File: config.mk
export PLATFORM = sky130hd
export DESIGN_NAME = ars_rx_status
export DESIGN_NICKNAME = d
export VERILOG_FILES = /design/src/rtl/ars_pkg.sv /design/src/rtl/ars_link_rx.sv /design/src/rtl/ars_rx_status.sv /design/src/rtl/ars_sticky.sv
export SDC_FILE = /design/constraint.sdc
export NUM_CORES = 1
export LEC_CHECK = 0
export ABC_AREA = 1
export BUFFER_PORTS_ARGS = -buffer_cell sky130_fd_sc_hd__clkbuf_2
export CAP_MARGIN = 15
export CORE_MARGIN = 5
export CORE_UTILIZATION = 40
export DETAILED_ROUTE_END_ITERATION = 16
export GPL_TIMING_DRIVEN = 0
export PLACE_DENSITY = 0.59
export SETUP_SLACK_MARGIN = 0.4
export SLEW_MARGIN = 0
export SYNTH_ARGS = -nofsm -noshare
export SYNTH_HDL_FRONTEND = slang
export SYNTH_HIERARCHICAL = 1
export SYNTH_SLANG_ARGS = --single-unit
File: constraint.sdc
create_clock -name clk_sys -period 1.3 [get_ports clk_sys]
set_clock_uncertainty 0.15 [all_clocks]
set_input_delay 0.195 -clock clk_sys [delete_from_list [all_inputs] [get_ports clk_sys]]
set_output_delay 0.195 -clock clk_sys [all_outputs]
set_load 0.1 [all_outputs]
File: src/rtl/ars_pkg.sv
// Purpose: Constants for the receive status and event block of a TDM audio port.
// Assumes: APB slave with 32-bit data, clk_sys at 50 MHz, link sampled by clk_sys.
// Notes: Status flag layout is shared by the status, clear and enable registers.
// Function
// - Set data-ready flag whenever a received word moves into the receive buffer.
// - Each data-ready set issues a receive DMA event, whatever the interrupt enables, unless event control bit 0 is 1.
// - Interrupt is high while any enabled data, last, sync or overrun flag is set.
// - A status flag clears only on a written 1; a written 0 leaves it.
// - Last-slot flag sets together with data-ready when the word is the frame's last.
// - Slot-parity bit reads the LSB of the current slot count.
// - A frame sync arriving earlier than expected sets the early-sync flag.
// - Overrun sets when a word enters the buffer before the previous one was read.
// - Reserved bits of status, slot and event control registers read zero, ignore writes.
// - Slot count register reports the active slot in a 9-bit field, 0 or 1.
// - Hardware set wins over a same-cycle software clear; interrupt stays requested.
// - Error summary bit reads OR of overrun, early sync, clock-fail, DMA-error flags.
package ars_pkg;

    // Register byte offsets
    localparam logic [7:0] OFS_STATUS = 8'h80;
    localparam logic [7:0] OFS_SLOT_COUNT = 8'h84;
    localparam logic [7:0] OFS_EVENT_CTRL = 8'h8C;
    localparam logic [7:0] OFS_BUFFER = 8'h90;
    localparam logic [7:0] OFS_CLEAR = 8'h94;
    localparam logic [7:0] OFS_INT_ENABLE = 8'h98;

    // Status flag positions, then the event control bit
    localparam int BIT_OVERRUN = 0;
    localparam int BIT_EARLY_SYNC = 1;
    localparam int BIT_PARITY = 3;
    localparam int BIT_FINAL_SLOT = 4;
    localparam int BIT_DATA_READY = 5;
    localparam int BIT_START_FRAME = 6;
    localparam int BIT_DMA_ERROR = 7;
    localparam int BIT_ERROR_SUM = 8;
    localparam int BIT_DMA_REQ_CTRL = 0;

    localparam int FLAG_W = 8;
    localparam logic [7:0] FLAG_MASK = 8'hF3;
    localparam logic [7:0] FLAG_RESET = 8'h00;
    localparam logic [31:0] REG_RESET = 32'h0000_0000;

    // Link framing
    localparam int SLOT_BITS = 16;
    localparam int SLOT_COUNT_W = 9;
    localparam logic [3:0] LAST_BIT_IDX = 4'hF;
    localparam logic LAST_SLOT_IDX = 1'b1;

    typedef enum logic [1:0] {
        ARS_HUNT = 2'b01,
        ARS_RUN = 2'b10
    } ars_state_t;

endpackage

File: src/rtl/ars_link_rx.sv
// Purpose: Receive link front end: synchronises pins, finds clock edges, shifts slots.
// Assumes: Link clock well below clk_sys; data and sync sampled on the link rising edge.
// Notes: Sync is expected on the first bit after the last bit of the last slot.
`timescale 1ns/1ns
module ars_link_rx (
    input wire logic clk_sys,
    input wire logic rst_n,
    input wire logic rx_link_clk,
    input wire logic rx_frame_sync,
    input wire logic rx_serial_data,
    output logic word_done,
    output logic [15:0] word_data,
    output logic word_last,
    output logic frame_start,
    output logic early_sync,
    output logic cur_slot
);
    logic [2:0] clk_sync_ff;
    logic [1:0] fs_sync_ff;
    logic [1:0] dat_sync_ff;
    logic link_rise;
    ars_pkg::ars_state_t state_ff;
    logic [3:0] bit_cnt_ff;
    logic slot_ff;
    logic [15:0] shift_ff;
    logic done_ff;
    logic [15:0] word_ff;
    logic last_ff;
    logic sof_ff;
    logic early_ff;
    logic sync_expected;

    // Stage 0 of each chain feeds only stage 1
    always_ff @(posedge clk_sys or negedge rst_n) begin
        if (!rst_n) begin
            clk_sync_ff <= 3'b000;
            fs_sync_ff <= 2'b00;
            dat_sync_ff <= 2'b00;
        end else begin
            clk_sync_ff <= {clk_sync_ff[1:0], rx_link_clk};
            fs_sync_ff <= {fs_sync_ff[0], rx_frame_sync};
            dat_sync_ff <= {dat_sync_ff[0], rx_serial_data};
        end
    end

    assign link_rise = clk_sync_ff[1] & ~clk_sync_ff[2];
    assign sync_expected = (bit_cnt_ff == 4'h0) && (slot_ff == 1'b0);

    always_ff @(posedge clk_sys or negedge rst_n) begin
        if (!rst_n) begin
            state_ff <= ars_pkg::ARS_HUNT;
            bit_cnt_ff <= 4'h0;
            slot_ff <= 1'b0;
            shift_ff <= 16'h0000;
        end else if (link_rise) begin
            unique case (state_ff)
                ars_pkg::ARS_HUNT: begin
                    if (fs_sync_ff[1]) begin
                        state_ff <= ars_pkg::ARS_RUN;
                        bit_cnt_ff <= 4'h1;
                        slot_ff <= 1'b0;
                        shift_ff <= {15'h0000, dat_sync_ff[1]};
                    end
                end
                ars_pkg::ARS_RUN: begin
                    if (fs_sync_ff[1]) begin
                        // Any sync restarts the frame; a partial word is dropped
                        bit_cnt_ff <= 4'h1;
                        slot_ff <= 1'b0;
                        shift_ff <= {15'h0000, dat_sync_ff[1]};
                    end else if (bit_cnt_ff == ars_pkg::LAST_BIT_IDX) begin
                        bit_cnt_ff <= 4'h0;
                        slot_ff <= ~slot_ff;
                        shift_ff <= {shift_ff[14:0], dat_sync_ff[1]};
                    end else begin
                        bit_cnt_ff <= bit_cnt_ff + 4'h1;
                        shift_ff <= {shift_ff[14:0], dat_sync_ff[1]};
                    end
                end
            endcase
        end
    end

    // One-cycle event pulses toward the status logic
    always_ff @(posedge clk_sys or negedge rst_n) begin
        if (!rst_n) begin
            done_ff <= 1'b0;
            word_ff <= 16'h0000;
            last_ff <= 1'b0;
            sof_ff <= 1'b0;
            early_ff <= 1'b0;
        end else begin
            done_ff <= 1'b0;
            sof_ff <= 1'b0;
            early_ff <= 1'b0;
            if (link_rise && fs_sync_ff[1]) begin
                sof_ff <= 1'b1;
                early_ff <= (state_ff == ars_pkg::ARS_RUN) && !sync_expected;
            end else if (link_rise && state_ff == ars_pkg::ARS_RUN && bit_cnt_ff == ars_pkg::LAST_BIT_IDX) begin
                done_ff <= 1'b1;
                word_ff <= {shift_ff[14:0], dat_sync_ff[1]};
                last_ff <= (slot_ff == ars_pkg::LAST_SLOT_IDX);
            end
        end
    end

    assign word_done = done_ff;
    assign word_data = word_ff;
    assign word_last = last_ff;
    assign frame_start = sof_ff;
    assign early_sync = early_ff;
    assign cur_slot = slot_ff;
endmodule

File: src/rtl/ars_rx_status.sv
// Purpose: Receive status, slot report, buffer, interrupt and DMA event of a TDM port.
// Assumes: APB master keeps the request stable through the access phase.
// Notes: Zero wait states; unmapped addresses answer with pslverr.
//
// Chosen here: the APB register port.
`timescale 1ns/1ns
module ars_rx_status (
    input wire logic clk_sys,
    input wire logic rst_n,
    input wire logic psel,
    input wire logic penable,
    input wire logic pwrite,
    input wire logic [7:0] paddr,
    input wire logic [31:0] pwdata,
    output logic [31:0] prdata,
    output logic pready,
    output logic pslverr,
    input wire logic rx_link_clk,
    input wire logic rx_frame_sync,
    input wire logic rx_serial_data,
    input wire logic rx_clock_fail_flag,
    input wire logic rx_dma_error_event,
    output logic rx_interrupt,
    output logic rx_dma_event
);
    logic word_done;
    logic [15:0] word_data;
    logic word_last;
    logic frame_start;
    logic early_sync;
    logic cur_slot;
    logic [7:0] flags;
    logic [7:0] flag_set;
    logic [7:0] flag_clr;
    logic [7:0] int_enable_ff;
    logic dma_req_ctrl_ff;
    logic [15:0] rx_buffer_ff;
    logic buf_full_ff;
    logic [31:0] prdata_ff;
    logic dma_event_ff;
    logic setup_phase;
    logic access_wr;
    logic access_rd;
    logic rx_error_summary;
    logic rx_slot_parity;
    logic [31:0] status_word;
    logic [31:0] slot_word;

    function automatic logic hit(input logic [7:0] addr, input logic [7:0] ofs);
        hit = (addr == ofs);
    endfunction

    function automatic logic mapped(input logic [7:0] addr);
        mapped = hit(addr, ars_pkg::OFS_STATUS) | hit(addr, ars_pkg::OFS_SLOT_COUNT)
               | hit(addr, ars_pkg::OFS_EVENT_CTRL) | hit(addr, ars_pkg::OFS_BUFFER)
               | hit(addr, ars_pkg::OFS_CLEAR) | hit(addr, ars_pkg::OFS_INT_ENABLE);
    endfunction

    ars_link_rx u_link (
        .clk_sys(clk_sys),
        .rst_n(rst_n),
        .rx_link_clk(rx_link_clk),
        .rx_frame_sync(rx_frame_sync),
        .rx_serial_data(rx_serial_data),
        .word_done(word_done),
        .word_data(word_data),
        .word_last(word_last),
        .frame_start(frame_start),
        .early_sync(early_sync),
        .cur_slot(cur_slot)
    );

    assign setup_phase = psel & ~penable;
    assign access_wr = psel & penable & pwrite & mapped(paddr);
    assign access_rd = psel & penable & ~pwrite & mapped(paddr);

    // Hardware events into the sticky bank
    always_comb begin
        flag_set = 8'h00;
        flag_set[ars_pkg::BIT_DATA_READY] = word_done;
        flag_set[ars_pkg::BIT_FINAL_SLOT] = word_done & word_last;
        // Buffer still unread when the next word lands
        flag_set[ars_pkg::BIT_OVERRUN] = word_done & buf_full_ff;
        flag_set[ars_pkg::BIT_EARLY_SYNC] = early_sync;
        flag_set[ars_pkg::BIT_START_FRAME] = frame_start;
        flag_set[ars_pkg::BIT_DMA_ERROR] = rx_dma_error_event;
    end

    // Clear by a 1 in the status register itself or in the clear register
    always_comb begin
        flag_clr = 8'h00;
        if (access_wr && (hit(paddr, ars_pkg::OFS_STATUS) || hit(paddr, ars_pkg::OFS_CLEAR))) begin
            flag_clr = pwdata[7:0] & ars_pkg::FLAG_MASK;
        end
    end

    ars_sticky #(
        .W(ars_pkg::FLAG_W)
    ) u_flags (
        .clk_sys(clk_sys),
        .rst_n(rst_n),
        .set(flag_set),
        .clr(flag_clr),
        .q(flags)
    );

    assign rx_error_summary = flags[ars_pkg::BIT_OVERRUN] | flags[ars_pkg::BIT_EARLY_SYNC]
                            | rx_clock_fail_flag | flags[ars_pkg::BIT_DMA_ERROR];
    assign rx_slot_parity = cur_slot;

    always_comb begin
        status_word = ars_pkg::REG_RESET;
        status_word[7:0] = flags & ars_pkg::FLAG_MASK;
        status_word[ars_pkg::BIT_PARITY] = rx_slot_parity;
        status_word[ars_pkg::BIT_ERROR_SUM] = rx_error_summary;
    end

    always_comb begin
        slot_word = ars_pkg::REG_RESET;
        slot_word[ars_pkg::SLOT_COUNT_W-1:0] = {8'h00, cur_slot};
    end

    // Writable control registers
    always_ff @(posedge clk_sys or negedge rst_n) begin
        if (!rst_n) begin
            int_enable_ff <= ars_pkg::FLAG_RESET;
        end else if (access_wr && hit(paddr, ars_pkg::OFS_INT_ENABLE)) begin
            int_enable_ff <= pwdata[7:0] & ars_pkg::FLAG_MASK;
        end
    end

    always_ff @(posedge clk_sys or negedge rst_n) begin
        if (!rst_n) begin
            dma_req_ctrl_ff <= 1'b0;
        end else if (access_wr && hit(paddr, ars_pkg::OFS_EVENT_CTRL)) begin
            // Reserved value 1 is stored but suppresses the DMA event
            dma_req_ctrl_ff <= pwdata[ars_pkg::BIT_DMA_REQ_CTRL];
        end
    end

    // Receive buffer; a read of it by CPU or DMA empties it
    always_ff @(posedge clk_sys or negedge rst_n) begin
        if (!rst_n) begin
            rx_buffer_ff <= 16'h0000;
            buf_full_ff <= 1'b0;
        end else if (word_done) begin
            rx_buffer_ff <= word_data;
            buf_full_ff <= 1'b1;
        end else if (access_rd && hit(paddr, ars_pkg::OFS_BUFFER)) begin
            buf_full_ff <= 1'b0;
        end
    end

    // DMA event pulses with every data-ready set while event control bit 0 is 0, independent of interrupt enables
    always_ff @(posedge clk_sys or negedge rst_n) begin
        if (!rst_n) begin
            dma_event_ff <= 1'b0;
        end else begin
            dma_event_ff <= word_done & ~dma_req_ctrl_ff;
        end
    end

    // Read data captured in the setup cycle, so it is stable for the access edge
    always_ff @(posedge clk_sys or negedge rst_n) begin
        if (!rst_n) begin
            prdata_ff <= ars_pkg::REG_RESET;
        end else if (setup_phase && !pwrite) begin
            if (hit(paddr, ars_pkg::OFS_STATUS)) begin
                prdata_ff <= status_word;
            end else if (hit(paddr, ars_pkg::OFS_SLOT_COUNT)) begin
                prdata_ff <= slot_word;
            end else if (hit(paddr, ars_pkg::OFS_EVENT_CTRL)) begin
                prdata_ff <= {31'h0000_0000, dma_req_ctrl_ff};
            end else if (hit(paddr, ars_pkg::OFS_BUFFER)) begin
                prdata_ff <= {16'h0000, rx_buffer_ff};
            end else if (hit(paddr, ars_pkg::OFS_INT_ENABLE)) begin
                prdata_ff <= {24'h00_0000, int_enable_ff};
            end else begin
                prdata_ff <= ars_pkg::REG_RESET;
            end
        end
    end

    assign prdata = prdata_ff;
    assign pready = 1'b1;
    assign pslverr = psel & penable & ~mapped(paddr);
    // Level stays high while an enabled flag survives a racing clear
    assign rx_interrupt = |(flags & int_enable_ff & ars_pkg::FLAG_MASK);
    assign rx_dma_event = dma_event_ff;
endmodule

File: src/rtl/ars_sticky.sv
// Purpose: Bank of sticky flags set by hardware events and cleared by software.
// Assumes: set and clr are one-cycle pulses in the clk_sys domain.
// Notes: A set in the same cycle as a clear keeps the flag.
`timescale 1ns/1ns
module ars_sticky #(
    parameter int W = 8
) (
    input wire logic clk_sys,
    input wire logic rst_n,
    input wire logic [W-1:0] set,
    input wire logic [W-1:0] clr,
    output logic [W-1:0] q
);
    logic [W-1:0] flag_ff;
    logic [W-1:0] nxt_flag;

    // Set term is ORed last so it overrides the clear
    assign nxt_flag = (flag_ff & ~clr) | set;

    always_ff @(posedge clk_sys or negedge rst_n) begin
        if (!rst_n) begin
            flag_ff <= '0;
        end else begin
            flag_ff <= nxt_flag;
        end
    end

    assign q = flag_ff;
endmodule
==> results of run 1 <==
[through the flow]
stage | hold slack [ns] | area (sq um)
2_1_floorplan | -0.251 | 4830
3_3_place_gp | 0.153 | 5220
3_5_place_dp | 0.149 | 5250
4_1_cts | -0.255 | 6870
5_1_grt | -0.225 | 7370
6_report | -0.269 | 7370
[sequential cells by signal (all words and copies together) (netlist names), 2 cells and up]
signal / cells
u_link/fs_sync_ff: 2
u_flags/q: 6
u_link/dat_sync_ff: 2
u_link/shift_ff: 15
u_link/clk_sync_ff: 3
int_enable_ff: 6
u_link/bit_cnt_ff: 4
u_link/state_ff: 2
rx_buffer_ff: 16
prdata: 16
u_link/word_data: 16
[what timing repair did]
item,4_1_cts,5_1_grt
setup buffers,29,13
gates cloned,11,1
setup endpoints to repair,108,108
pin swaps,38,31
resized for setup,192,108
hold endpoints to repair,56,45
[metal layers]
metal	routed length, um	vias to the layer above	part of all wire	GRT usage
met5	0	-	0	0
met4	275	0	0.024	0.0649
met3	461	22	0.040	0.0326
met2	6260	93	0.54	0.317
met1	4590	1767	0.40	0.215
li1	-	1806	-	-
[cell type report]
class	count	share of cell area
buffer	34	0.0494
clock buffer	11	0.0192
clock inverter	5	0.00866
inverter	73	0.0474
multi-input combinational	309	0.317
sequential	96	0.335
tap	140	0.0238
timing repair buffer	107	0.199
[how the worst max path moves through the flow]
| stage | to | slack, ns | depth (start not counted) |
|---|---|---|---|
| final | rx_interrupt | -0.49 | 3 |
| after global routing | rx_interrupt | -0.58 | 5 |
| after CTS | rx_interrupt | -0.52 | 3 |
| after detailed placement | pslverr | -0.40 | 8 |
| after global placement | rx_dma_event | -1.66 | 1 |
| after floorplan | u_link/word_data[11] | -0.09 | 7 |
[where the power goes]
part           switching [mW]  internal [mW]
sequential             0.0604           3.06
clock                    1.06          0.957
combinational           0.826          0.439
==> impl_results.md, run 1 <==
- R2R setup slack: -0.20 ns
- Clock transition at path regs: 0.10 ns
- Worst-Margin Slew: 0.681 ns
- Largest net degree at the start of global routing: 51
- Syn-to-layout area delta: 66.1%
- Final hold slack: -0.269 ns
- Rows: 38
- Total Power: 6.41 mW
- Pleak: 3.41 nW
- Via count: 3,688
- WP data arrival: 1.44 ns
- Core ar.: 10,800 sq um
- CP Buf/Inv Count: 1
- Nets@finish: 682
- Slowest stage delay, CP: 0.48 ns
- Status: finished with violations
- Remaining Overflow, GRT: 0
- IO Port Bufs: 42
- Most common cell after layout, fill and taps aside: dfrtp_1
- Hold-fix buffers at CTS: 10
- Max-cap violation count: 0
- Die height: 115 um
- Synth warn: 6
- Hold Violations, Final: 45
- Final min period: 1.79 ns
- Crit-path cells: a221oi_4, nand3_4, clkbuf_16
- Wire per inst: 15.0 um
- Global Route Usage Sum: 0.178
- Global placement routability congestion: 0.849
- Setup total negative slack: -8.24 ns
- Post-route DRC violation count: 0
- Final setup violation count: 57
- Commonest non-fill, non-tap cells in the layout: dfrtp_1 (75), nand2_1 (60), inv_1 (55)
- Die X-Extent: 115 um
- Final critical-path setup slack: -0.487 ns
- Relative slew margins: 0.546
- Starting Density: 0.409
- Critical path class: reg -> out
- Drt pass-1 iters: 4
- Area of the multi-input gates: 2340 sq um
- Total die area: 13,300 sq um
- Layout Cells excl Fill: 775
- Worst Reg2Reg Path Length in Cells: 8
- First-pass GRT wire length: 18.6 mm
- Top delay family on crit path: flip-flops
- I/O pin count: 86
- Post-DRT Antenna Nets: 0
- Vias in the first global route: 3,811
- Failing checks: negative hold slack, negative setup slack
- DR iter-0 viols: 163
- Cells after DPL: 695
- Layout Utilization: 0.679
- Sink Count: 96
- Mapped Cells: 497
- Type of origin of the critical path: flop
- CTS tree: built
- Critical Path Source: int_enable_ff[5]
- Layout cell share with drive strength beyond 1: 0.569
- F_max: 560 MHz
- Syn_area_per_cell: 8.92 sq um
- Crit share post-route: 1.37
- Setup crit end kind: output port
- Max Slew Vio Count: 0
- Depth of the CTS H-tree: 3
- Power per cell area: 870 nW/um^2
- Worst slack at placement: -0.399 ns
- Initial antenna violation count: 0
- Total clock buffers created by CTS: 9
- Reg-to-Reg End: u_link/word_data[5]
- Worst min path class: in -> async
- Vias per std cell: 4.76
- RSZ-0062 raised after global routing: yes
- Cell Area, Synth: 4440 sq um
- Clock Root Buffer: clkbuf_8
- Worst reg2reg startpoint: u_link/bit_cnt_ff[1]
- Register Area: 2470 sq um
- Fillers: 768
- DP Wirelength: 6.72 mm
- ANT cells: 0
- Critical Path Fanout Max: 3
- CTS max path bufs: 2
- Worst skew pair latency: 0.36 ns
- Final wirelength: 11.6 mm
- Slowest CP cell: dfrtp_1
- Critical path required time: 0.95 ns
- VDD IR max: 0.695 mV
Power figures use the tool's default switching activity.
==> inputs of run 2 (changes only) <==
Settings changed: ABC_AREA 1 to default, PLACE_DENSITY 0.59 to 0.6.
==> run 2 against run 1 <==
- the run still ends with negative hold slack, negative setup slack left
- power shrank 2.6%
- register-to-register slack lost 0.24 ns
- worst setup slack gained 0.046 ns
- routed wire length shrank 8.3%
- sequential share of layout area grew 3.5 points
- cell area shrank 9.5%
- highest routed layer unchanged
==> impl_results.md, run 2 <==
- VDD IR max: 0.565 mV
- GR met3 Demand/Resource: 0.0323
- Clock Root Buffer: clkbuf_8
- IO Port Bufs: 42
- Global placement routability congestion: 0.825
- Remaining Overflow, GRT: 0
- Layout cell share with drive strength beyond 1: 0.595
- WP data arrival: 1.83 ns
- Worst min path class: in -> async
- Critical Path Fanout Max: 5
- Status: finished with violations
- Critical path class: reg -> reg
- Synth warn: 6
- Hold Violations, Final: 40
- Layout Cells excl Fill: 598
- Sink Count: 96
- Cells after DPL: 533
- Final wirelength: 10.6 mm
- Most used routing layer: met2
- Via count: 3,073
- Setup crit end kind: flop
- Syn-to-layout area delta: 58.9%
- Cell Area, Synth: 4200 sq um
- Clock transition at path regs: 0.09 ns
- RSZ-0062 raised after global routing: yes
- Max Slew Vio Count: 0
- Commonest non-fill, non-tap cells in the layout: dfrtp_1 (74), mux2_4 (45), buf_4 (42)
- First-pass GRT wire length: 16.6 mm
- Crit share post-route: 1.34
- F_max: 575 MHz
- Worst Reg2Reg Path Length in Cells: 6
- Largest net degree at the start of global routing: 64
- GR Layer Usage met2: 0.273
- DP Wirelength: 5.97 mm
- Mapped Cells: 339
- Hold-fix buffers at CTS: 4
- I/O pin count: 86
- Worst skew pair latency: 0.35 ns
- Total clock buffers created by CTS: 9
- Vias in the first global route: 3,155
- CTS tree: built
- Wire per inst: 17.8 um
- Depth of the CTS H-tree: 3
- Drt pass-1 iters: 4
- Die height: 112 um
- Nets@finish: 509
- Type of origin of the critical path: flop
- Relative slew margins: 0.575
- Power per cell area: 936 nW/um^2
- Critical path required time: 1.38 ns
- Failing checks: negative hold slack, negative setup slack
- Global Route Usage Sum: 0.163
- Post-DRT Antenna Nets: 0
- Post-route DRC violation count: 0
- Final min period: 1.74 ns
- Syn_area_per_cell: 12.4 sq um
- Initial antenna violation count: 0
- Final hold slack: -0.315 ns
- Total die area: 12,600 sq um
- DR iter-0 viols: 120
- Die X-Extent: 112 um
- Met1 Track Usage GR: 0.207
- Final setup violation count: 82
- Starting Density: 0.408
- Pleak: 3.04 nW
- CTS max path bufs: 2
- Most common cell after layout, fill and taps aside: dfrtp_1
- Vias per std cell: 5.14
- Core ar.: 10,300 sq um
- Max-cap violation count: 0
- ANT cells: 0
- Rows: 37
- Worst-Margin Slew: 0.635 ns
- Final critical-path setup slack: -0.441 ns
==> run 2: power by group <==
part / switching (mW) / internal, mW / total (mW)
registers: 0.0470 / 3.05 / 3.10
logic: 0.693 / 0.348 / 1.04
clock network: 0.962 / 1.14 / 2.10
total: 1.70 / 4.54 / 6.24
==> run 2: layer usage <==
layer | part of all wire | routed length, um
met3 | 0.035 | 376
met2 | 0.51 | 5410
met5 | 0 | 0
met1 | 0.42 | 4490
met4 | 0.033 | 347
==> run 2: final timing paths <==
check	start	endpoint	slack (ns)
worst max-delay path	u_link/bit_cnt_ff[0]	u_link/word_data[11]	-0.44
worst min-delay path	rst_n	u_link/word_data[11]	-0.31
worst max register to register	u_link/bit_cnt_ff[0]	u_link/word_data[11]	-0.44
worst min register to register	u_link/clk_sync_ff[0]	u_link/clk_sync_ff[1]	0.21
max in group asynchronous	rst_n	u_link/state_ff[0]	0.59
min in group clk_sys	pwdata[1]	int_enable_ff[1]	-0.06
==> run 2: critical path, cell delays in order, from the launching register on <==
cell     delay [ns]
dfrtp_1        0.42
ha_4           0.17
and3_4         0.15
and3_4         0.18
buf_8          0.13
buf_8          0.13
mux2_4         0.29
==> run 2: cell type report <==
class,count,area [sq um]
clock inverters,3,65.1
repair buffers,92,1180
plain buffers,33,329
multi-input cells,214,2260
well taps,136,170
fillers,736,3610
clock buffers,13,149
inverters,11,41.3
flip-flops and latches,96,2470
==> run 2: stage by stage <==
stage | area, sq um | setup slack (ns) | utilization | power (mW) | setup TNS, ns
after floorplan | 4550 | -0.479 | - | 3.75 | -21.12
after global placement | 4930 | -1.65 | 0.480 | 3.91 | -166.56
after detailed placement | 4960 | -1.19 | 0.483 | 3.93 | -38.83
after CTS | 6260 | -0.452 | 0.609 | 6.22 | -18.00
after global routing | 6670 | -0.490 | 0.649 | 6.47 | -20.37
final | 6670 | -0.441 | 0.649 | 6.24 | -17.57
==> run 2: repair_timing <==
action	in CTS	in global routing
endpoints found under the setup margin	108	108
buffers inserted	28	11
hold endpoints to repair	44	40
pin swaps	28	30
gates resized for setup	144	82
gates cloned	5	1
==> inputs of run 3 (changes only) <==
Settings changed: BUFFER_PORTS_ARGS -buffer_cell sky130_fd_sc_hd__clkbuf_2 to default, DONT_BUFFER_PORTS from default to 1, PLACE_DENSITY 0.6 to 0.52.
==> run 3 against run 2 <==
- the run still ends with negative hold slack, negative setup slack left
- global-route usage is 1.2 points lower
- non-clock buffer count fell by 32
- clock power increased by 22%
- clock-buffer cell count decreased by 3
- register-to-register slack about the same
- cell count decreased by 5.4%
- sequential share of layout area increased by 3.9 points
- sequential power up 6.8%
- sequential cell count unchanged
- first-iteration DRC count up 34%
- combinational power decreased by 49%
- via count is 6.6% lower
==> impl_results.md, run 3 (same netlist as run 2, synthesis figures left out) <==
- Combinational share of power: 0.082
- Setup crit end kind: flop
- Status: finished with violations
- Syn-to-layout area delta: 44.0%
- Final instance area: 6040 sq um
- Post-DRT Antenna Nets: 0
- RSZ-0062 raised after global routing: yes
- Rows: 37
- Global Route Usage Sum: 0.151
- Relative slew margins: 0.396
- Sink Count: 96
- Total clock buffers created by CTS: 9
- ANT cells: 0
- Worst Reg2Reg Path Length in Cells: 6
- Fillers: 844
- Failing checks: negative hold slack, negative setup slack
- Post-Route M1 WL: 4.51 mm
- Hold Violations, Final: 102
- Wire per inst: 17.7 um
- Routed wl met3: 410 um
- Critical path required time: 1.40 ns
- Register Area: 2470 sq um
- Clock Root Buffer: clkbuf_8
- DR top layer: met4
- Area of the multi-input gates: 2150 sq um
- Area post-placement: 4720 sq um
- Power per cell area: 1060 nW/um^2
- IO Port Bufs: 0
- WP data arrival: 1.83 ns
- Via count: 2,869
- Worst-Margin Slew: 0.904 ns
- Vias in the first global route: 2,839
- Type of origin of the critical path: flop
- Max-cap violation count: 0
- Commonest non-fill, non-tap cells in the layout: dfrtp_1 (72), mux2_4 (43), buf_4 (43)
- CTS max path bufs: 2
- Pleak: 2.77 nW
- Final critical-path setup slack: -0.435 ns
- Final hold slack: -0.636 ns
- Worst min path class: in -> async
- CTS tree: built
- DR iter-0 viols: 161
- Total die area: 12,600 sq um
- Final wirelength: 10.0 mm
- Int Power: 4.73 mW
- DP Wirelength: 6.04 mm
- Remaining Overflow, GRT: 0
- NetSw: 1.66 mW
- Clock transition at path regs: 0.09 ns
- Final setup violation count: 70
- Max Slew Vio Count: 0
- Critical Path Fanout Max: 7
- Largest net degree at the start of global routing: 97
- Die height: 112 um
- Most common cell after layout, fill and taps aside: dfrtp_1
- Global placement routability congestion: 0.759
- Drt pass-1 iters: 4
- Depth of the CTS H-tree: 3
- Hold-fix buffers at CTS: 11
- Die X-Extent: 112 um
- Core ar.: 10,300 sq um
- I/O pin count: 86
- Met2 Wirelength: 4.89 mm
- F_max: 576 MHz
- Worst reg2reg startpoint: u_link/bit_cnt_ff[0]
- R2R setup slack: -0.44 ns
- VDD IR max: 0.678 mV
- Final min period: 1.74 ns
- Critical path class: reg -> reg
- Starting Density: 0.408
- Initial antenna violation count: 0
- Sw frac: 0.260
- Worst skew pair latency: 0.37 ns
- First-pass GRT wire length: 15.2 mm
- Layout cell share with drive strength beyond 1: 0.551
- Reg-to-Reg End: u_link/word_data[14]
- Clock power frac: 0.400
- Vias per std cell: 5.07
- Crit share post-route: 1.33
- Post-route DRC violation count: 0
- Nets@finish: 477
- Reg power frac: 0.518
run 3: layout make-up:
type,instances,area share
clock buffer,10,0.0228
clock inverter,6,0.0215
sequential,96,0.410
buffer,33,0.0536
timing repair buffer,60,0.101
tap,136,0.0282
inverter,11,0.00684
multi-input combinational,214,0.356
run 3: how the worst max path moves through the flow:
stage                         start                   end  cells after the start
2_1_floorplan  u_link/bit_cnt_ff[0]   u_link/word_data[0]                      6
3_3_place_gp               paddr[1]          u_flags/q[6]                      5
3_5_place_dp               paddr[1]          u_flags/q[6]                      5
4_1_cts        u_link/bit_cnt_ff[0]  u_link/word_data[14]                      6
5_1_grt        u_link/bit_cnt_ff[0]      u_link/word_last                      6
6_report       u_link/bit_cnt_ff[0]  u_link/word_data[14]                      6
run 3: stage by stage:
step	cells	power [mW]	setup slack [ns]	TNS, ns	utilization
final	566	6.40	-0.435	-14.71	0.588
after global routing	566	6.65	-0.493	-17.52	0.588
after CTS	547	6.42	-0.437	-15.20	0.543
after global placement	490	3.78	-1.07	-34.87	0.460
after detailed placement	490	3.79	-1.03	-34.66	0.460
after floorplan	354	3.75	-0.479	-21.12	-
run 3: timing repair:
action,CTS,global route
cloned,2,3
setup buffers,28,16
pin swaps,33,20
hold endpoints to repair,120,102
endpoints found under the setup margin,108,108
resized for setup,63,68
run 3: routing by layer:
metal | global-route usage | vias up
met5 | 0 | -
met4 | 0.0689 | 0
met3 | 0.0329 | 17
met2 | 0.227 | 64
met1 | 0.210 | 1431
li1 | - | 1357
run 3: power groups by stage:
stage	logic, mW	clock network, mW	registers [mW]
after floorplan	0.387	0	3.36
after global placement	0.408	0	3.37
after detailed placement	0.410	0	3.38
after CTS	0.484	2.62	3.32
after global routing	0.554	2.78	3.32
final	0.528	2.56	3.31
run 3: critical path, stage by stage (launching register included):
cell and delay (ns):
dfrtp_1 0.39, ha_2 0.18, and3_4 0.15, and3_4 0.18
buf_8 0.13, clkbuf_16 0.15, mux2_4 0.29
